===== src/rtl/ppei_pkg.sv =====
/*
  Shared constants for the port pin edge interrupt unit: edge mode codes,
  port width and reset values.
  Assumes nothing beyond a SystemVerilog compiler that sees this file first.
*/
package ppei_pkg;
  // Pins grouped on one port interrupt unit
  localparam int PORT_PINS = 8;
  // Per-pin edge mode field
  localparam int MODE_W = 2;
  localparam logic [MODE_W-1:0] MODE_NONE = 2'h0;
  localparam logic [MODE_W-1:0] MODE_RISE = 2'h1;
  localparam logic [MODE_W-1:0] MODE_FALL = 2'h2;
  localparam logic [MODE_W-1:0] MODE_BOTH = 2'h3;
  // Reset values
  localparam logic STATUS_RST = 1'h0;
  localparam logic LEVEL_RST = 1'h0;
endpackage : ppei_pkg


===== src/rtl/ppei_port_unit.sv =====
/*
  Port interrupt unit for one eight-pin port: reset release, per-pin edge
  detection, sticky pin status, one interrupt request and a wake request.
  Assumes the interrupt controller owns this port's vector, that the CPU
  pulses status_read_in for one cycle when it reads status_out, and that
  clk_in keeps running in sleep, since this unit gates nothing itself.
  A pin change reaches status_out four clocks after the first synchroniser
  stage samples it; pulses shorter than two clocks may be missed.
*/
// Functional notes
// - Every pin of the port can produce an interrupt event.
// - Eight pins of a port share one unit with its own request line.
// - Each pin is set on its own to rising, falling, both or no edge.
// - A matching edge sets the pin's status bit and raises the request.
// - The unit has its own request and pin status so the source is plain.
// - Detection and request keep working in every sleep mode.
// - Only edges are detected; there is no level-sensitive mode.
// - Each pin's input buffer can be disabled regardless of drive mode.
`timescale 1ns/100ps
module ppei_port_unit #(
  parameter int NUM_PINS = ppei_pkg::PORT_PINS
) (
  // Clock and reset
  input wire logic clk_in,
  input wire logic rst_n_in,
  // Port pins
  input wire logic [NUM_PINS-1:0] pins_in,
  // Per-pin configuration
  input wire logic [NUM_PINS*ppei_pkg::MODE_W-1:0] pin_mode_in,
  input wire logic [NUM_PINS-1:0] buf_dis_in,
  // CPU status access
  input wire logic status_read_in,
  output logic [NUM_PINS-1:0] status_out,
  // Interrupt controller and power manager
  output logic irq_out,
  output logic wake_out
);
  import ppei_pkg::*;

  logic rst_meta_reg;
  logic rst_sync_reg;
  logic [NUM_PINS-1:0] pin_event;
  logic [NUM_PINS-1:0] status_reg;
  logic [NUM_PINS-1:0] status_next;
  logic irq_reg;
  logic wake_reg;

  // Reset release passes two flops; assertion stays asynchronous
  always_ff @(posedge clk_in or negedge rst_n_in) begin
    if (!rst_n_in) begin
      rst_meta_reg <= 1'b0;
      rst_sync_reg <= 1'b0;
    end else begin
      rst_meta_reg <= 1'b1;
      rst_sync_reg <= rst_meta_reg;
    end
  end

  genvar i;
  generate
    for (i = 0; i < NUM_PINS; i++) begin : g_pin
      ppei_pin_edge u_edge (
        .clk_in(clk_in),
        .rst_n_in(rst_sync_reg),
        .pin_in(pins_in[i]),
        .buf_dis_in(buf_dis_in[i]),
        .mode_in(pin_mode_in[i*MODE_W +: MODE_W]),
        .event_out(pin_event[i])
      );
    end
  endgenerate

  // New edges win over a read in the same cycle, so no event is lost
  always_comb begin
    status_next = status_reg;
    if (status_read_in) begin
      status_next = {NUM_PINS{STATUS_RST}};
    end
    status_next = status_next | pin_event;
  end

  always_ff @(posedge clk_in or negedge rst_sync_reg) begin
    if (!rst_sync_reg) begin
      status_reg <= {NUM_PINS{STATUS_RST}};
    end else begin
      status_reg <= status_next;
    end
  end

  // Request and wake follow the status directly. No clock gating lives
  // here: in sleep the clock to this unit must keep running for wake-up.
  always_ff @(posedge clk_in or negedge rst_sync_reg) begin
    if (!rst_sync_reg) begin
      irq_reg <= 1'b0;
      wake_reg <= 1'b0;
    end else begin
      irq_reg <= |status_next;
      wake_reg <= |status_next;
    end
  end

  assign status_out = status_reg;
  assign irq_out = irq_reg;
  assign wake_out = wake_reg;

  a_status_sets: assert property (@(posedge clk_in)
    disable iff (!rst_sync_reg)
    (|pin_event) |=> ((status_out & $past(pin_event)) == $past(pin_event)))
    else $error("edge did not set status bit");
  a_irq_tracks: assert property (@(posedge clk_in)
    disable iff (!rst_sync_reg) irq_out == (|status_out))
    else $error("request does not match status");
  a_read_clears: assert property (@(posedge clk_in)
    disable iff (!rst_sync_reg)
    (status_read_in && !(|pin_event)) |=> (status_out == '0) && !irq_out)
    else $error("read did not clear status");
  a_read_keeps_new: assert property (@(posedge clk_in)
    disable iff (!rst_sync_reg)
    (status_read_in && (|pin_event)) |=> irq_out && wake_out)
    else $error("edge lost under read");
  a_wake_follows: assert property (@(posedge clk_in)
    disable iff (!rst_sync_reg) (|pin_event) |=> wake_out ##0 irq_out)
    else $error("no wake request on edge");
  a_status_holds: assert property (@(posedge clk_in)
    disable iff (!rst_sync_reg)
    (!status_read_in && (|status_out)) |=> (|status_out))
    else $error("status dropped without a read");
  a_wake_irq_same: assert property (@(posedge clk_in)
    disable iff (!rst_sync_reg) wake_out == irq_out)
    else $error("wake request differs from interrupt request");
  a_reset_clear: assert property (@(posedge clk_in)
    !rst_sync_reg |-> (status_out == '0) && !irq_out && !wake_out)
    else $error("outputs not clear during reset");
  a_sync_two_flops: assert property (@(posedge clk_in)
    rst_sync_reg |-> $past(rst_meta_reg))
    else $error("reset released without the first flop");

  // Per-pin view of the sticky status, so that a busy pin cannot hide a
  // lost or spurious bit on its neighbour behind the port-wide OR
  generate
    for (i = 0; i < NUM_PINS; i++) begin : g_pin_chk
      a_pin_sets: assert property (@(posedge clk_in)
        disable iff (!rst_sync_reg)
        pin_event[i] |=> status_reg[i])
        else $error("pin event did not set its bit");
      a_pin_holds: assert property (@(posedge clk_in)
        disable iff (!rst_sync_reg)
        (status_reg[i] && !status_read_in) |=> status_reg[i])
        else $error("pin bit dropped without a read");
      a_pin_no_spur: assert property (@(posedge clk_in)
        disable iff (!rst_sync_reg)
        (!status_reg[i] && !pin_event[i]) |=> !status_reg[i])
        else $error("pin bit set without an event");
      a_pin_read_clear: assert property (@(posedge clk_in)
        disable iff (!rst_sync_reg)
        (status_read_in && !pin_event[i]) |=> !status_reg[i])
        else $error("pin bit survived a read");
      a_pin_read_keep: assert property (@(posedge clk_in)
        disable iff (!rst_sync_reg)
        (status_read_in && pin_event[i]) |=> status_reg[i])
        else $error("pin event lost under a read");
      a_pin_none_quiet: assert property (@(posedge clk_in)
        disable iff (!rst_sync_reg)
        (pin_mode_in[i*MODE_W +: MODE_W] == MODE_NONE) |=> !pin_event[i])
        else $error("pin event with mode none");
      a_pin_buf_quiet: assert property (@(posedge clk_in)
        disable iff (!rst_sync_reg)
        buf_dis_in[i] |=> !pin_event[i])
        else $error("pin event from a disabled buffer");
      a_pin_event_gap: assert property (@(posedge clk_in)
        disable iff (!rst_sync_reg)
        pin_event[i] |=> !pin_event[i])
        else $error("pin event repeated without a new edge");
    end
  endgenerate

  c_read_clear: cover property (@(posedge clk_in)
    disable iff (!rst_sync_reg) irq_out ##1 status_read_in ##1 !irq_out);
  c_read_collide: cover property (@(posedge clk_in)
    disable iff (!rst_sync_reg) status_read_in && (|pin_event));
endmodule : ppei_port_unit


===== src/rtl/ppei_pin_edge.sv =====
/*
  One pin of the port interrupt unit: three-stage pin synchroniser, stable
  level tracking and edge qualification against the pin's mode.
  Assumes an active-low reset already synchronised to clk_in.
*/
`timescale 1ns/100ps
module ppei_pin_edge (
  // Clock and reset
  input wire logic clk_in,
  input wire logic rst_n_in,
  // Pin and configuration
  input wire logic pin_in,
  input wire logic buf_dis_in,
  input wire logic [ppei_pkg::MODE_W-1:0] mode_in,
  // Event
  output logic event_out
);
  import ppei_pkg::*;

  logic s1_reg;
  logic s2_reg;
  logic s3_reg;
  logic fill1_reg;
  logic fill2_reg;
  logic fill3_reg;
  logic level_reg;
  logic primed_reg;
  logic event_reg;
  logic stable;
  logic rise;
  logic fall;
  logic event_next;

  // First stage feeds only the second
  always_ff @(posedge clk_in or negedge rst_n_in) begin
    if (!rst_n_in) begin
      s1_reg <= LEVEL_RST;
      s2_reg <= LEVEL_RST;
      s3_reg <= LEVEL_RST;
    end else begin
      s1_reg <= pin_in;
      s2_reg <= s1_reg;
      s3_reg <= s2_reg;
    end
  end

  // Marks the cycles from which stage three holds a real pin sample
  always_ff @(posedge clk_in or negedge rst_n_in) begin
    if (!rst_n_in) begin
      fill1_reg <= 1'b0;
      fill2_reg <= 1'b0;
      fill3_reg <= 1'b0;
    end else begin
      fill1_reg <= 1'b1;
      fill2_reg <= fill1_reg;
      fill3_reg <= fill2_reg;
    end
  end

  // A change counts only once stages two and three agree
  assign stable = (s2_reg == s3_reg);
  assign rise = stable && s3_reg && !level_reg;
  assign fall = stable && !s3_reg && level_reg;

  always_comb begin
    event_next = 1'b0;
    if (primed_reg && !buf_dis_in) begin
      case (mode_in)
        MODE_RISE: event_next = rise;
        MODE_FALL: event_next = fall;
        MODE_BOTH: event_next = rise || fall;
        MODE_NONE: event_next = 1'b0;
        default: event_next = 1'b0;
      endcase
    end
  end

  // The stages' reset value is no pin sample: only an agreed sample taken
  // once the chain has filled arms the detector, so a pin that idles high
  // gives no false rising edge after reset. A disabled buffer freezes it.
  always_ff @(posedge clk_in or negedge rst_n_in) begin
    if (!rst_n_in) begin
      level_reg <= LEVEL_RST;
      primed_reg <= 1'b0;
    end else if (stable && !buf_dis_in) begin
      level_reg <= s3_reg;
      primed_reg <= fill3_reg;
    end
  end

  always_ff @(posedge clk_in or negedge rst_n_in) begin
    if (!rst_n_in) begin
      event_reg <= 1'b0;
    end else begin
      event_reg <= event_next;
    end
  end

  assign event_out = event_reg;

  a_mode_none_quiet: assert property (@(posedge clk_in)
    disable iff (!rst_n_in) (mode_in == MODE_NONE) |=> !event_reg)
    else $error("event raised with mode none");
  a_rise_level_high: assert property (@(posedge clk_in)
    disable iff (!rst_n_in)
    (event_reg && $past(mode_in) == MODE_RISE) |-> level_reg)
    else $error("rising event without high level");
  a_fall_level_low: assert property (@(posedge clk_in)
    disable iff (!rst_n_in)
    (event_reg && $past(mode_in) == MODE_FALL) |-> !level_reg)
    else $error("falling event without low level");
  a_buf_dis_quiet: assert property (@(posedge clk_in)
    disable iff (!rst_n_in) buf_dis_in |=> !event_reg)
    else $error("event from disabled input buffer");
  a_edge_only_event: assert property (@(posedge clk_in)
    disable iff (!rst_n_in) event_reg |-> $changed(level_reg))
    else $error("event without a level change");
  c_rise_event: cover property (@(posedge clk_in) disable iff (!rst_n_in)
    event_reg && $past(mode_in) == MODE_RISE);
  c_both_event: cover property (@(posedge clk_in) disable iff (!rst_n_in)
    event_reg && $past(mode_in) == MODE_BOTH);
endmodule : ppei_pin_edge


===== config.mk =====
export PLATFORM = sky130hd
export DESIGN_NAME = ppei_port_unit
export DESIGN_NICKNAME = d
export VERILOG_FILES = /design/src/rtl/ppei_pkg.sv /design/src/rtl/ppei_port_unit.sv /design/src/rtl/ppei_pin_edge.sv
export SDC_FILE = /design/constraint.sdc
export NUM_CORES = 1
export LEC_CHECK = 0
export BUFFER_PORTS_ARGS = -buffer_cell sky130_fd_sc_hd__buf_2
export CAP_MARGIN = 10
export CORE_MARGIN = 2
export CORE_UTILIZATION = 35
export CTS_CLUSTER_DIAMETER = 30
export CTS_CLUSTER_SIZE = 24
export DETAILED_ROUTE_END_ITERATION = 10
export HOLD_SLACK_MARGIN = 0.05
export RECOVER_POWER = 50
export SLEW_MARGIN = 0
export SYNTH_ARGS = -nofsm -noshare
export SYNTH_HDL_FRONTEND = slang
export SYNTH_SLANG_ARGS = --single-unit
export TNS_END_PERCENT = 50

===== constraint.sdc =====
create_clock -name clk_in -period 3 [get_ports clk_in]
set_clock_uncertainty 0.2 [all_clocks]
set_input_delay 0.6 -clock clk_in [delete_from_list [all_inputs] [get_ports clk_in]]
set_output_delay 0.6 -clock clk_in [all_outputs]
set_load 0.1 [all_outputs]

After elaboration in Yosys (flattened, before gate mapping). Index checks and enable logic that the tools add are counted. Widths: inputs -> output; s select.

Output and inout bits: 10. Register bits after elaboration: 62.

Multiplexer cells: 17. Reductions and logical operators: 89. Bitwise gates (word level): 1. Equality and inequality tests: 32.

Operators with widths (number): $logic_and 1x1->1 (48); $eq 2x2->1 const B (16); $pmux 1 s4 (8); $logic_not 1->1 (24); $eq 2x1->1 const B (8); $logic_not 2->1 (8); $eq 1x1->1 (8); $logic_or 1x1->1 (8); $mux 1 (8); $mux 8 (1); $or 8x8->8 (1); $reduce_or 8->1 (1).

Longest topological paths before layout.
Word-level depth: 6. Gate-level depth with buffers: 5.

Cells and area by module. From an unflattened synthesis, not the netlist that was laid out.

Cell total of the unflattened synthesis: 197. Area, all modules: 2907.8 µm².

By module, submodules not included: ppei_pin_edge (instances 8, cells an instance 21, area each 314.1 µm²); ppei_port_unit (instances 1, cells an instance 29, area each 395.4 µm²).

Worst setup path after synthesis. OpenSTA, ideal clock, no wires.

Kind: flip-flop to output port. Start point: reg, netlist name irq_out. End point: out wake_out. Path slack: 0.876 ns. Data required time: 2.200 ns. Arrival time: 1.324 ns. Stages on the path, launching flop included: 2. Path buffers: 1. Path through: dfrtp_1 -> buf_4.

RTL lines: end: declaration (line ppei_port_unit.sv:36) `output logic wake_out`.

Worst setup path after layout.
Start point: reg status_reg[5] (netlist: status_out[5]). End point: out status_out[5].

RTL lines: start: declaration (line ppei_port_unit.sv:43) `logic [NUM_PINS-1:0] status_reg;`; start signal: assignment (line ppei_port_unit.sv:84) `status_reg <= {NUM_PINS{STATUS_RST}};`; start signal: assignment (line ppei_port_unit.sv:86) `status_reg <= status_next;`; end: declaration (line ppei_port_unit.sv:33) `output logic [NUM_PINS-1:0] status_out,`.

No word-level cell between the ends.

==> flow_metrics.tcl <==
set metrics [dict create \
    path_clk_slew_ns 0.07 \
    cts_tree "done" \
    setup-tns-final_ns 0 \
    ys_top_cells_by_count "62 x dfrtp_1, 16 x ha_1, 16 x inv_1, 14 x mux2_1, 10 x nor2_1" \
    synth_most_common_cell "dfrtp_1" \
    fp.coreArea_um2 6390 \
    crit_cells 1 \
    fmax_mhz 516 \
    r2r-start "rst_sync_reg" \
    grt_pass1_wl_mm 6.40 \
    min_period_ns 1.94 \
    die-area_um2 7290 \
    internal-power_mw 1.57 \
    crit_buf_inv 1 \
    p_switching_uw 534 \
    hold_viol_final 0 \
    worst-setup-path-type "reg2out" \
    gr-total-overflow 0 \
    wl_per_cell_um 11.4 \
    cts_buffers 9 \
    fin_crit_sh 0.646 \
    async_reset_ff_frac 1.00 \
    swShare 0.254 \
    setup_viol 0 \
    grt_max_degree 38 \
    min_path_type "reg2reg" \
    antenna_found_initial 0 \
    cts_resized 0 \
    worst-r2r-cell-count 1 \
    power_density_nw_per_um2 728 \
    rrSetupSlack_ns 1.24 \
    cts_root_buffer "clkbuf_8" \
    rsz0062_at_grt "no" \
    ys.flop_type "dfrtp_1" \
    pwr-share-comb 0.129 \
    pwr-share-clk 0.411 \
    dr.pass1.iters 4 \
    synth_top_area_frac 0.670 \
    synth-edff-count 0 \
    r2r_end "status_out[5]" \
    initialDrtViolationCount 64 \
    track_usage 0.115 \
    synthToLayoutAreaGrowth_pct 24.7 \
    rows 29 \
    ys_types 17 \
    end_kind "output port" \
    place_congestion 0.745 \
    synth_area_um2 2320 \
    htreeDepth 3 \
    max_cap_viol_count 0 \
    fin_area_um2 2890 \
    die_w_um 85.4 \
    nets 277 \
    ant_nets 0 \
    cts_buffer_depth 2 \
    slew_viol_final 0 \
    cp.arrival_ns 1.14 \
    dp_hpwl_mm 2.51 \
    crit_end "status_out[5]" \
    yosysTopAreaCell "dfrtp_1" \
    synth_seq_cells 62 \
    power.share.sequential 0.460 \
    required_ns 2.20 \
    drc 0 \
    worst_ir_drop_vdd_v 0.000533 \
    place_inst 291 \
    num_antenna_cells 0 \
    yosys_warnings 0 \
    slowest_stage "buf_2" \
    yosys-top-cells-area "dfrtp_1 67%, ha_1 8.6%, mux2_1 6.8%, and3b_1 3.0%, a21o_1 2.6%" \
    path_max_fanout 3 \
    wirelength_mm 3.50 \
    syn_area_per_cell_um2 13.8 \
    power.total_mw 2.10 \
    cts_num_sinks 62 \
    start_kind "flop" \
    netlist_instances 168 \
    layout-drive-gt1-share 0.265 \
    avgViaCountPerCell 4.50 \
    die_y_um 85.4 \
    postCtsSetupBuffers 0 \
    io_pins 45 \
    cp_top_family "buffers and inverters" \
    slew_headroom 0.0223 \
    max_stage_delay_ns 0.44 \
    ys_seq_area_frac 0.670 \
    start_util 0.363 \
    tightestPinTransition_ns 1.47 \
    leakage_nw 1.56 \
    status "complete, no violations" \
    final_util 0.452 \
    num_vias 1380 \
    final_cell_count_no_fill 307 \
    port_buffers 44 \
    dpl_cell_area_um2 2650 \
    worstSetupStartpoint "status_out[5]" \
    path_cells "buf_2" \
    clk_latency_ns 0.33 \
    fillers 610 \
    grt_pass1_vias 1440 \
]
## per-stage QoR
stage	hold WS (ns)	setup WS, ns
2_1_floorplan	0.104	0.876
3_3_place_gp	0.131	1.22
3_5_place_dp	0.135	1.21
4_1_cts	0.145	1.03
5_1_grt	0.142	0.904
6_report	0.144	1.06
## power groups by stage
stage | Combinational, mW | Clock, mW | Sequential (mW)
2_1_floorplan | 0.126 | 0 | 1.06
3_3_place_gp | 0.272 | 0 | 0.981
3_5_place_dp | 0.275 | 0 | 0.984
4_1_cts | 0.276 | 0.895 | 0.969
5_1_grt | 0.296 | 0.932 | 0.980
6_report | 0.271 | 0.865 | 0.966
## cell type report
type | instances | area (um2) | share of cell area
clock buffer | 11 | 141 | 0.0489
clock inverter | 4 | 95.1 | 0.0329
inverter | 17 | 63.8 | 0.0221
multi-input combinational | 89 | 698 | 0.242
sequential | 62 | 1550 | 0.537
tap | 77 | 96.3 | 0.0333
timing repair buffer | 47 | 243 | 0.0840
## per-layer routing
layer  global-route usage  vias to the layer above  wire length (um)
li1                     -                      674                 -
met1                0.139                      660              1610
met2                0.180                       41              1620
met3               0.0554                        5               223
met4               0.0433                        0                48
met5                    0                        -                 0
## cells by family after synthesis
logic type,synth area share
adder cells (fa/ha/maj),0.0864
multiplexers,0.0778
AO/OA/AOI/OAI,0.0454
other,0.00162
buffers and inverters,0.0308
flip-flops,0.670
AND/OR/NAND/NOR,0.0886
## timing repair
item	in CTS	in global routing
endpoints found under the setup margin	0	0
hold endpoints to repair	2	0
hold buffers	1	0
## worst min path at each step
stage	from	endpoint	slack [ns]	cells past startpoint
finish	g_pin[6].u_edge.fill2_reg	g_pin[6].u_edge.fill3_reg	0.14	0
global route	pins_in[5]	g_pin[5].u_edge.s1_reg	0.14	1
CTS	g_pin[6].u_edge.fill2_reg	g_pin[6].u_edge.fill3_reg	0.14	0
detailed placement	g_pin[7].u_edge.fill1_reg	g_pin[6].u_edge.fill2_reg	0.13	0
global placement	g_pin[2].u_edge.s1_reg	g_pin[2].u_edge.s2_reg	0.13	0
floorplan	rst_n_in	rst_meta_reg	0.10	0
## placed cells by master (no fill, tap or decap), types with 3 or more instances in the layout
cell type | synthesis | layout
dfrtp_1 | 62 | 62
buf_2 | 0 | 42
inv_1 | 16 | 17
ha_1 | 16 | 16
mux2_1 | 14 | 14
nor2_1 | 10 | 10
clkbuf_8 | 0 | 10
nand2_1 | 9 | 9
a21o_1 | 8 | 8
nand3_1 | 8 | 8
o21ai_0 | 8 | 8
and3b_1 | 8 | 8
clkbuf_1 | 0 | 3
bufinv_16 | 0 | 3
Note: power is estimated with default switching activity, not from simulation.
